File: config.mk
export PLATFORM = sky130hd
export DESIGN_NAME = rff_top
export DESIGN_NICKNAME = d
export VERILOG_FILES = /design/src/rff_pkg.sv /design/src/rff_top.sv
export VERILOG_INCLUDE_DIRS = /design/src
export SDC_FILE = /design/constraint.sdc
export NUM_CORES = 2
export LEC_CHECK = 0
export BUFFER_PORTS_ARGS = -buffer_cell sky130_fd_sc_hd__buf_2
export CELL_PAD_IN_SITES_DETAIL_PLACEMENT = 0
export CELL_PAD_IN_SITES_GLOBAL_PLACEMENT = 1
export CORE_MARGIN = 3
export CORE_UTILIZATION = 50
export CTS_CLUSTER_DIAMETER = 40
export DETAILED_ROUTE_END_ITERATION = 12
export HOLD_SLACK_MARGIN = 0.08
export PLACE_DENSITY_LB_ADDON = 0.1
export SYNTH_ARGS = -nofsm -noshare
export SYNTH_HDL_FRONTEND = slang
export SYNTH_SLANG_ARGS = --single-unit
File: constraint.sdc
create_clock -name clock -period 12.5 [get_ports clock]
set_input_delay 3.75 -clock clock [delete_from_list [all_inputs] [get_ports clock]]
set_output_delay 3.75 -clock clock [all_outputs]
set_load 0.01 [all_outputs]
File: src/rff_cfg.svh
`ifndef RFF_CFG_SVH
`define RFF_CFG_SVH
// Register offsets on the plain register port.
`define RFF_REG_CTRL    5'h00
`define RFF_REG_OPT     5'h04
`define RFF_REG_VLAN    5'h08
`define RFF_REG_DUMP    5'h0c
`define RFF_REG_STATUS  5'h10
// Field positions.
`define RFF_BIT_SWRST   0
`define RFF_BIT_STP     1
`define RFF_BIT_EXTAR   2
`define RFF_BIT_XLONG   11
`define RFF_BIT_FLOOD   12
`define RFF_BIT_DROPXC  15
// Reset values.
`define RFF_RST_VLAN    24'hffffff
`define RFF_RST_DUMP    24'h000000
`define RFF_RST_PORT    5'h00
// Frame constants.
`define RFF_SFD         8'hab
`define RFF_CRC_INIT    32'hffffffff
`define RFF_CRC_POLY    32'hedb88320
`define RFF_CRC_RESID   32'hdebb20e3
`define RFF_BPDU_DA     48'h0180c2000000
`define RFF_PAUSE_DA    48'h0180c2000001
`define RFF_PAUSE_TYPE  16'h8808
`define RFF_CPU_PORT    5'h17
// Timing counts in bit times and bytes, and the excessive collision count.
`define RFF_SHORT_BT    16'h0054
`define RFF_RUNT_BT     16'h0200
`define RFF_JABBER_BT   16'hc350
`define RFF_MAX_LEN     13'h05ee
`define RFF_XMAX_LEN    13'h05fa
`define RFF_EXCESS_COL  5'h10
`endif

File: src/rff_pkg.sv
package rff_pkg;
  typedef enum logic [1:0] {RFF_IDLE, RFF_HUNT, RFF_BODY} rff_state_e;
  typedef struct packed {
    logic jabber;
    logic long_ev;
    logic runt;
    logic short_ev;
    logic false_car;
    logic align;
    logic crc;
  } rff_err_s;
  typedef struct packed {
    logic        da_valid;
    logic        sa_valid;
    logic        learn;
    logic [47:0] da;
    logic [47:0] sa;
  } rff_ar_req_s;
  typedef struct packed {
    logic       valid;
    logic       hit;
    logic       filter;
    logic [4:0] port;
  } rff_ar_rsp_s;
endpackage

File: src/rff_top.sv
// Our own choices: the address-and-strobe port and the placing of the registers.
`timescale 1ns/1ps
`include "rff_cfg.svh"
// Contract
// - Start on carrier, take dibits, serialise
// - Any-length preamble used only for sync; the hunt needs at least three preamble dibits
// - Hunt start delimiter, drop bits before it
// - Group DA floods source VLAN except source
// - Learn source address after good frame
// - Hardware reset clears table, software keeps
// - Type and payload pass untouched, except pause
// - CRC over DA through data vs check
// - CRC mismatch drops frame, pulses error
// - Far side leaves 64 bit-time gap
// - Carrier under 84 bit times: short event
// - Frame under 512 bit times: runt
// - Legal 64 to 1518 bytes, else long
// - Extra-long option raises limit to 1530
// - Error frames not forwarded, still reported
// - Destination equal to source is filtered
// - Present DA and SA, obey resolver
// - Spanning tree sends BPDU to port 23
// - Jabber over 50000 bits isolates port
// - Sixteen collisions: retry or drop
// - Unicast when DA bit 40 clear
// - Unknown unicast: flood or dumping ports
// - Keep broadcast and unicast order
module rff_top (
  // Clock and reset.
  input  wire logic                 clock,
  input  wire logic                 rst_n,
  // Reduced MII receive pins.
  input  wire logic                 rx_clk,
  input  wire logic                 crs_dv,
  input  wire logic [1:0]           rxd,
  // Register port.
  input  wire logic [4:0]           reg_addr,
  input  wire logic [31:0]          reg_wdata,
  input  wire logic                 reg_wr,
  input  wire logic                 reg_rd,
  output logic      [31:0]          reg_rdata,
  // Frame data towards the frame buffer.
  output logic      [7:0]           rx_byte,
  output logic                      rx_byte_valid,
  // Statistics and forwarding.
  output logic                      stat_valid,
  output rff_pkg::rff_err_s         stat_err,
  output logic      [12:0]          stat_len,
  output logic                      fwd_valid,
  output logic      [23:0]          fwd_mask,
  output logic                      pause_seen,
  output logic                      frame_err_led,
  output logic                      jabber_iso,
  // Address resolver.
  output rff_pkg::rff_ar_req_s      ar_req,
  input  wire rff_pkg::rff_ar_rsp_s ar_rsp,
  // Transmit collision handling.
  input  wire logic                 tx_col,
  input  wire logic                 tx_done,
  output logic                      tx_retry,
  output logic                      tx_drop
);
  import rff_pkg::*;

  //////////////////////////////////////////////////////////////////////////////
  // Pin synchronisers and link clock edge detection.
  logic [2:0]  lclk_s;
  logic [1:0]  crs_s;
  logic [1:0]  d_s1;
  logic [1:0]  d;
  logic        link_edge;
  logic        crs;

  // Every pin passes two flops; the third clock stage only serves the edge test.
  always_ff @(posedge clock) begin
    lclk_s <= {lclk_s[1:0], rx_clk};
    crs_s  <= {crs_s[0], crs_dv};
    d_s1   <= rxd;
    d      <= d_s1;
  end
  assign link_edge = lclk_s[1] & ~lclk_s[2];
  assign crs       = crs_s[1];

  //////////////////////////////////////////////////////////////////////////////
  // Registers.
  logic        sw_rst;
  logic        stp_en;
  logic        ext_ar;
  logic        xlong;
  logic        flood;
  logic        drop_xc;
  logic [23:0] vlan_mask;
  logic [23:0] dump_mask;
  logic [4:0]  port_id;
  logic [15:0] frame_cnt;
  rff_err_s    last_err;

  // Configuration writes; software reset bit self-clears.
  always_ff @(posedge clock) begin
    if (!rst_n) begin
      sw_rst    <= 1'b0;
      stp_en    <= 1'b0;
      ext_ar    <= 1'b0;
      xlong     <= 1'b0;
      flood     <= 1'b0;
      drop_xc   <= 1'b0;
      vlan_mask <= `RFF_RST_VLAN;
      dump_mask <= `RFF_RST_DUMP;
      port_id   <= `RFF_RST_PORT;
    end else begin
      sw_rst <= 1'b0;
      if (reg_wr) begin
        if (reg_addr == `RFF_REG_CTRL) begin
          sw_rst  <= reg_wdata[`RFF_BIT_SWRST];
          stp_en  <= reg_wdata[`RFF_BIT_STP];
          ext_ar  <= reg_wdata[`RFF_BIT_EXTAR];
          port_id <= reg_wdata[12:8];
        end else if (reg_addr == `RFF_REG_OPT) begin
          xlong   <= reg_wdata[`RFF_BIT_XLONG];
          flood   <= reg_wdata[`RFF_BIT_FLOOD];
          drop_xc <= reg_wdata[`RFF_BIT_DROPXC];
        end else if (reg_addr == `RFF_REG_VLAN) begin
          vlan_mask <= reg_wdata[23:0];
        end else if (reg_addr == `RFF_REG_DUMP) begin
          dump_mask <= reg_wdata[23:0];
        end
      end
    end
  end

  // Read data stand only in the cycle after the read strobe.
  always_ff @(posedge clock) begin
    if (!rst_n) begin
      reg_rdata <= 32'h0;
    end else if (!reg_rd) begin
      reg_rdata <= 32'h0;
    end else if (reg_addr == `RFF_REG_CTRL) begin
      reg_rdata <= {19'h0, port_id, 5'h0, ext_ar, stp_en, 1'b0};
    end else if (reg_addr == `RFF_REG_OPT) begin
      reg_rdata <= {16'h0, drop_xc, 2'h0, flood, xlong, 11'h0};
    end else if (reg_addr == `RFF_REG_VLAN) begin
      reg_rdata <= {8'h0, vlan_mask};
    end else if (reg_addr == `RFF_REG_DUMP) begin
      reg_rdata <= {8'h0, dump_mask};
    end else if (reg_addr == `RFF_REG_STATUS) begin
      reg_rdata <= {frame_cnt, 7'h0, jabber_iso, 1'b0, last_err};
    end else begin
      reg_rdata <= 32'h0;
    end
  end

  //////////////////////////////////////////////////////////////////////////////
  // Carrier length and jabber isolation.
  logic [15:0] car_bits;

  // Counts bit times of carrier, two per link edge, saturating.
  always_ff @(posedge clock) begin
    if (!rst_n || sw_rst) begin
      car_bits   <= 16'h0;
      jabber_iso <= 1'b0;
    end else if (link_edge) begin
      car_bits   <= !crs ? 16'h0 : (car_bits >= 16'hfffe) ? car_bits : car_bits + 16'h2;
      jabber_iso <= crs && (car_bits > `RFF_JABBER_BT);
    end
  end

  //////////////////////////////////////////////////////////////////////////////
  // Address table: four entries, cleared only by the hardware reset.
  logic [3:0]  tbl_v;
  logic [47:0] tbl_mac [4];
  logic [4:0]  tbl_port [4];
  logic [3:0]  tbl_hit;
  logic [3:0]  sa_hit;
  logic [4:0]  hit_and [4];
  logic [1:0]  wr_ptr;
  logic [47:0] da;
  logic [47:0] sa;
  logic        learn_req;

  genvar gi;
  generate
    for (gi = 0; gi < 4; gi = gi + 1) begin : g_tbl
      assign tbl_hit[gi] = tbl_v[gi] && (tbl_mac[gi] == da);
      assign sa_hit[gi]  = tbl_v[gi] && (tbl_mac[gi] == sa);
      assign hit_and[gi] = tbl_hit[gi] ? tbl_port[gi] : 5'h0;
      // Learning refreshes a known address or fills the next slot.
      always_ff @(posedge clock) begin
        if (!rst_n) begin
          tbl_v[gi]    <= 1'b0;
          tbl_mac[gi]  <= 48'h0;
          tbl_port[gi] <= 5'h0;
        end else if (learn_req && (sa_hit[gi] || (!(|sa_hit) && wr_ptr == gi))) begin
          tbl_v[gi]    <= 1'b1;
          tbl_mac[gi]  <= sa;
          tbl_port[gi] <= port_id;
        end
      end
    end
  endgenerate

  // Replacement pointer survives software reset with the table.
  always_ff @(posedge clock) begin
    if (!rst_n) begin
      wr_ptr <= 2'h0;
    end else if (learn_req && !(|sa_hit)) begin
      wr_ptr <= wr_ptr + 2'h1;
    end
  end

  //////////////////////////////////////////////////////////////////////////////
  // Forwarding decision from the captured addresses.
  logic        ext_got;
  logic        ext_hit;
  logic        ext_filt;
  logic [4:0]  ext_port;
  logic [23:0] src_bit;
  logic [23:0] next_mask;
  logic [4:0]  int_port;
  logic        dst_hit;
  logic [4:0]  dst_port;
  logic [23:0] dst_bit;
  logic        is_bpdu;

  assign src_bit = 24'h000001 << port_id;
  assign dst_bit = 24'h000001 << dst_port;
  assign is_bpdu = stp_en && (da == `RFF_BPDU_DA);

  // Picks table or resolver answer, then VLAN, flood and dumping rules.
  always_comb begin
    int_port = hit_and[0] | hit_and[1] | hit_and[2] | hit_and[3];
    dst_hit  = ext_ar ? (ext_got && ext_hit) : (|tbl_hit);
    dst_port = ext_ar ? ext_port : int_port;
    if (ext_ar && ext_got && ext_filt) begin
      next_mask = 24'h0;
    end else if (is_bpdu) begin
      next_mask = 24'h800000;
    end else if (da[40]) begin
      next_mask = vlan_mask & ~src_bit;
    end else if (dst_hit && dst_port == port_id) begin
      next_mask = 24'h0;
    end else if (dst_hit && |(dst_bit & vlan_mask)) begin
      next_mask = dst_bit;
    end else if (flood) begin
      next_mask = vlan_mask & ~src_bit;
    end else begin
      next_mask = dump_mask & ~src_bit;
    end
  end

  //////////////////////////////////////////////////////////////////////////////
  // Receive state machine, CRC and frame checks.
  rff_state_e  state;
  logic [7:0]  win;
  logic [7:0]  shb;
  logic [1:0]  dib;
  logic [12:0] len;
  logic [15:0] typ;
  logic [31:0] crc;
  logic        jab_seen;
  logic [7:0]  next_win;
  logic [7:0]  next_byte;
  logic [12:0] next_len;
  logic [31:0] next_crc;
  rff_err_s    next_err;
  logic        next_pause;

  // One reflected CRC-32 step per bit, earliest bit of the dibit first.
  function automatic logic [31:0] crc_bit(input logic [31:0] c, input logic b);
    crc_bit = (c[0] ^ b) ? ((c >> 1) ^ `RFF_CRC_POLY) : (c >> 1);
  endfunction

  assign next_win  = {win[5:0], d[0], d[1]};
  assign next_byte = {d[1], d[0], shb[7:2]};
  assign next_len  = (len == 13'h1fff) ? len : len + 13'h1;
  assign next_crc  = crc_bit(crc_bit(crc, d[0]), d[1]);

  // Error set evaluated when carrier drops in the frame body.
  always_comb begin
    next_err           = '0;
    next_err.crc       = (crc != `RFF_CRC_RESID);
    next_err.align     = (dib != 2'h0);
    next_err.short_ev  = (car_bits < `RFF_SHORT_BT);
    next_err.runt      = ({len, 3'h0} < `RFF_RUNT_BT);
    next_err.long_ev   = len > (xlong ? `RFF_XMAX_LEN : `RFF_MAX_LEN);
    next_err.jabber    = jab_seen;
    next_pause         = (da == `RFF_PAUSE_DA) && (typ == `RFF_PAUSE_TYPE);
  end

  // Frame reception; all decisions leave in arrival order, one per frame.
  always_ff @(posedge clock) begin
    if (!rst_n || sw_rst) begin
      state         <= RFF_IDLE;
      win           <= 8'h0;
      shb           <= 8'h0;
      dib           <= 2'h0;
      len           <= 13'h0;
      typ           <= 16'h0;
      crc           <= `RFF_CRC_INIT;
      da            <= 48'h0;
      sa            <= 48'h0;
      jab_seen      <= 1'b0;
      rx_byte       <= 8'h0;
      rx_byte_valid <= 1'b0;
      stat_valid    <= 1'b0;
      stat_err      <= '0;
      stat_len      <= 13'h0;
      fwd_valid     <= 1'b0;
      fwd_mask      <= 24'h0;
      pause_seen    <= 1'b0;
      frame_err_led <= 1'b0;
      ar_req        <= '0;
      learn_req     <= 1'b0;
      frame_cnt     <= 16'h0;
      last_err      <= '0;
    end else begin
      rx_byte_valid   <= 1'b0;
      stat_valid      <= 1'b0;
      fwd_valid       <= 1'b0;
      pause_seen      <= 1'b0;
      frame_err_led   <= 1'b0;
      ar_req.da_valid <= 1'b0;
      ar_req.sa_valid <= 1'b0;
      ar_req.learn    <= 1'b0;
      learn_req       <= 1'b0;
      if (jabber_iso) begin
        jab_seen <= 1'b1;
      end
      if (link_edge) begin
        case (state)
          RFF_IDLE: begin
            if (crs) begin
              state    <= RFF_HUNT;
              win      <= {6'h0, d[0], d[1]};
              jab_seen <= 1'b0;
            end
          end
          RFF_HUNT: begin
            if (!crs) begin
              // Carrier without a delimiter is reported as false carrier.
              state              <= RFF_IDLE;
              stat_valid         <= 1'b1;
              stat_err           <= '0;
              stat_err.false_car <= 1'b1;
              stat_err.short_ev  <= (car_bits < `RFF_SHORT_BT);
              stat_len           <= 13'h0;
            end else begin
              win <= next_win;
              if (next_win == `RFF_SFD) begin
                state <= RFF_BODY;
                crc   <= `RFF_CRC_INIT;
                dib   <= 2'h0;
                len   <= 13'h0;
              end
            end
          end
          RFF_BODY: begin
            if (crs) begin
              crc <= next_crc;
              shb <= next_byte;
              dib <= dib + 2'h1;
              if (dib == 2'h3) begin
                rx_byte       <= next_byte;
                rx_byte_valid <= 1'b1;
                len           <= next_len;
                if (next_len <= 13'h6) begin
                  da <= {da[39:0], next_byte};
                end else if (next_len <= 13'hc) begin
                  sa <= {sa[39:0], next_byte};
                end else if (next_len <= 13'he) begin
                  typ <= {typ[7:0], next_byte};
                end
                if (next_len == 13'h6) begin
                  ar_req.da_valid <= 1'b1;
                  ar_req.da       <= {da[39:0], next_byte};
                end
                if (next_len == 13'hc) begin
                  ar_req.sa_valid <= 1'b1;
                  ar_req.sa       <= {sa[39:0], next_byte};
                end
              end
            end else begin
              state      <= RFF_IDLE;
              stat_valid <= 1'b1;
              stat_err   <= next_err;
              stat_len   <= len;
              last_err   <= next_err;
              frame_cnt  <= frame_cnt + 16'h1;
              if (|next_err) begin
                frame_err_led <= next_err.crc;
              end else if (next_pause) begin
                pause_seen <= 1'b1;
              end else begin
                fwd_valid    <= 1'b1;
                fwd_mask     <= next_mask;
                ar_req.learn <= 1'b1;
                learn_req    <= !ext_ar;
              end
            end
          end
          default: state <= RFF_IDLE;
        endcase
      end
    end
  end

  // Resolver answer held from frame start until the decision.
  always_ff @(posedge clock) begin
    if (!rst_n || sw_rst || state == RFF_IDLE) begin
      ext_got  <= 1'b0;
      ext_hit  <= 1'b0;
      ext_filt <= 1'b0;
      ext_port <= 5'h0;
    end else if (ar_rsp.valid) begin
      ext_got  <= 1'b1;
      ext_hit  <= ar_rsp.hit;
      ext_filt <= ar_rsp.filter;
      ext_port <= ar_rsp.port;
    end
  end

  //////////////////////////////////////////////////////////////////////////////
  // Excessive collision handling for the transmit side.
  logic [4:0] col_cnt;

  // At sixteen collisions the count restarts and the frame retries or drops.
  always_ff @(posedge clock) begin
    if (!rst_n || sw_rst) begin
      col_cnt  <= 5'h0;
      tx_retry <= 1'b0;
      tx_drop  <= 1'b0;
    end else begin
      tx_retry <= 1'b0;
      tx_drop  <= 1'b0;
      if (tx_done) begin
        col_cnt <= 5'h0;
      end else if (tx_col) begin
        if (col_cnt + 5'h1 == `RFF_EXCESS_COL) begin
          col_cnt  <= 5'h0;
          tx_retry <= !drop_xc;
          tx_drop  <= drop_xc;
        end else begin
          col_cnt <= col_cnt + 5'h1;
        end
      end
    end
  end
endmodule // rff_top

==> impl_metrics.csv <==
group,metric,value,unit
status,status,"finished clean",
clock_network,hold_buffers,0,
floorplanning,fp.dieW,263,um
worst_setup_path,cp.required,13.09,ns
synth,synth-seq-area-share,49.1,%
worst_setup_path,setup.worst_path.start,"rst_n",
synth,synth_fa_ha_area_share,0.646,%
detailed_routing,firstDrtPassIters,5,
detailed_routing,avgViaCountPerCell,6.04,
clock_network,root_buffer,"clkbuf_16",
detailed_routing,routed.top_layer,"met5",
detailed_routing,drtIter0Drc,2829,
pwr,peakVddDrop,0.121,mV
detailed_routing,wl_met3,11.1,mm
worst_setup_path,path_cells,"buf_6 -> nand2b_4 -> nor2_1 -> nand3_1 -> or3b_2 -> nor2_1 -> nand2_2 -> o21ai_0",
synth,yosysUniqueCellTypes,80,
sta,slew_violations,0,
floorplanning,core,64800,sq um
global_routing,grt_max_degree,107,
synth,synth_edf_count,212,
pwr,cellPowerDensity,150,nW/um^2
worst_setup_path,reg2reg_to,"fwd_mask[20]$_SDFFE_PP0P_",
sta,final_hold_viol_count,0,
worst_setup_path,regToRegSetupSlack,6.48,ns
global_routing,grt_pass1_wl,174,mm
synth,yosys_warnings,0,
finish,layout_common_cells,"489 x dfxtp_1, 367 x nor2_1, 303 x nand2_1",
finish,final_cells,4526,
min_path,hold_class,"flip-flop to flip-flop",
global_routing,grt-ovfl-total,0,
sta,period_minus_slack,7.57,ns
synth,synth-xor-area-share,10.0,%
placement,hpwl,81.0,mm
sta,setup_viol,0,
clock_network,h-tree-depth,3,
sta,fin_crit_sh,60.6,%
worst_setup_path,arrival,8.16,ns
worst_setup_path,path_class,"input port to flip-flop",
detailed_routing,detail_route.wl_per_cell,26.1,um
synth,synth-simple-area-share,19.9,%
detailed_routing,wirelength,118,mm
synth,synth_top_family_by_area,"simple AND/OR/NAND/NOR gates",
sta,fmax,132,MHz
synth,syn_area,32900,sq um
sta,layout_setup_ws,4.93,ns
placement,pre_cts_ws,4.32,ns
worst_setup_path,rr_startpoint,"da[23]$_SDFFE_PP0P_",
finish,num_antenna_cells,0,
placement,port_buffers,237,
detailed_routing,vias,27300,
synth,syn_nets,3540,
clock_network,post_cts_resized,0,
worst_setup_path,worst-path-stages,8,
synth,synth_compound_area_share,8.97,%
global_routing,first_global_vias,26300,
pwr,power,5.75,mW
global_routing,antenna_found_initial,6,
clock_network,cts_tree,"built",
synth,ys.flop_type,"dfxtp_1",
finish,drive_above_1_share,14.7,%
worst_setup_path,path_max_fanout,98,
detailed_routing,drc,0,
floorplanning,die_y,263,um
worst_setup_path,end_kind,"flip-flop",
min_path,hold_start,"lclk_s[0]$_DFF_P_",
sta,slew_headroom,16.2,%
pwr,p_leak,17.0,nW
worst_setup_path,reg2reg_depth,14,
clock_network,clockBufferDepth,3,
finish,mostFrequentLayoutCell,"dfxtp_1",
clock_network,post_cts_buffers,0,
clock_network,cts_buffers,111,
worst_setup_path,max_stage_delay,1.10,ns
placement,dp.cells,4316,
sta,fin_setup_tns,0,ns
detailed_routing,route.met2.wl,54.2,mm
synth,ys_ff_latch,701,
floorplanning,dieArea,68900,sq um
synth,synthArstFlopShare,0,%
floorplanning,fp-row-count,93,
worst_setup_path,worst_setup_path_start_kind,"input port",
clock_network,cts.sinks,701,
finish,area_delta_synth_final,16.6,%
run,maxCapViolations,0,
worst_setup_path,cp_common_cell,"nor2_1",
clock_network,insertion_delay,0.68,ns
floorplanning,io_pins,246,
sta,tightest_slew,1.25,ns
global_routing,track_usage,33.3,%
worst_setup_path,path_buf_inv,1,
detailed_routing,wl_met1,46.9,mm
synth,avgSynthCellArea,9.49,sq um
detailed_routing,ant_nets,0,
sta,holdWs,0.326,ns
finish,layout.nets,3646,
worst_setup_path,slowest_stage,"nor2_1",
worst_setup_path,endpoint,"fwd_mask[20]$_SDFFE_PP0P_",
sta,fin_worst_skew,0.0253,ns
sta,rsz0062_at_grt,"no",
worst_setup_path,critPathTopFamily,"simple AND/OR/NAND/NOR gates",
floorplanning,start_util,50.8,%
synth,synth_mux_area_share,7.00,%
clock_network,path_clk_slew,0.05,ns
placement,place.gp.congestion,1.01,
synth,synthCells,3468,
-- per-layer routing --
metal,vias to the layer above,track usage [%]
met1,13300,43.0
met3,324,6.99
met5,-,0
met4,10,16.3
li1,12300,-
met2,1318,53.1
-- cells by family (layout without fill, tap and decap cells) --
| kind of cell | after synthesis | in the layout |
|---|---|---|
| fa+ha+maj | 17 | 17 |
| simple gates | 1325 | 1325 |
| mux | 227 | 227 |
| compound gates | 453 | 453 |
| xor+xnor | 377 | 377 |
| buf+inv | 368 | 571 |
| flops | 701 | 701 |
-- through the flow --
step / utilization [%] / area [sq um]
floorplan: - / 32900
global placement: 53.2 / 34500
detailed placement: 53.2 / 34500
CTS: 59.2 / 38400
global route: 59.2 / 38400
finish: 59.2 / 38400
-- worst reg2reg max path, delay by kind of cell (launching register included) --
family	cells	cell delay (ns)
DFF	1	0.84
and+or+nand+nor	5	2.44
AOI/OAI and AO/OA	9	2.64
-- sequential cells by signal, indices dropped and copies added, names as in the netlist, 13 cells and up --
| name | cells |
|---|---|
| tbl_port | 20 |
| stat_len | 13 |
| ar_req | 99 |
| car_bits | 15 |
| reg_rdata | 32 |
| da | 48 |
| dump_mask | 24 |
| vlan_mask | 24 |
| typ | 16 |
| sa | 48 |
| tbl_mac | 192 |
| fwd_mask | 24 |
| crc | 32 |
| frame_cnt | 16 |
| len | 13 |
-- where the power goes --
| part | total (mW) | switching [mW] | leakage (nW) | internal (mW) |
|---|---|---|---|---|
| combinational | 0.172 | 0.115 | 9.17 | 0.0567 |
| sequential | 2.43 | 0.0439 | 5.96 | 2.38 |
| clock | 3.15 | 1.20 | 1.90 | 1.96 |
| total | 5.75 | 1.35 | 17.0 | 4.40 |
-- final cells by class --
cell class | count | area (sq um)
clock buffer | 139 | 3080
clock inverter | 71 | 818
fill | 5594 | 26500
inverter | 75 | 282
multi-input combinational | 2399 | 15400
sequential | 701 | 16200
tap | 855 | 1070
timing repair buffer | 286 | 1560
-- synthesized netlist by cell type, types with 20 or more instances --
cell type | instances | area, sq um
edfxtp_1 | 212 | 6370
a31oi_1 | 21 | 131
xnor2_1 | 119 | 1040
clkbuf_1 | 254 | 953
nand2_1 | 305 | 1140
nor3_1 | 43 | 215
nand2b_1 | 27 | 169
a22o_1 | 22 | 193
mux2i_1 | 202 | 2020
dfxtp_1 | 489 | 9790
nor2b_1 | 24 | 150
nand3_1 | 108 | 541
nor2_1 | 367 | 1380
inv_1 | 73 | 274
a21oi_1 | 109 | 546
xor2_1 | 258 | 2260
nand4_1 | 59 | 369
a21boi_0 | 32 | 240
o21ai_0 | 120 | 601
buf_1 | 20 | 75.1
mux2_2 | 25 | 282
and3_1 | 236 | 1480
nor4_1 | 76 | 475
-- worst min path at each step --
stage          depth (start not counted)           endpoint  slack (ns)
2_1_floorplan                          0   crs_s[1]$_DFF_P_        0.31
3_3_place_gp                           0       d[1]$_DFF_P_        0.31
3_5_place_dp                           0       d[1]$_DFF_P_        0.31
4_1_cts                                0  lclk_s[1]$_DFF_P_        0.33
5_1_grt                                0  lclk_s[1]$_DFF_P_        0.33
6_report                               0  lclk_s[1]$_DFF_P_        0.33
No activity file was read; power rests on OpenSTA's default activity.
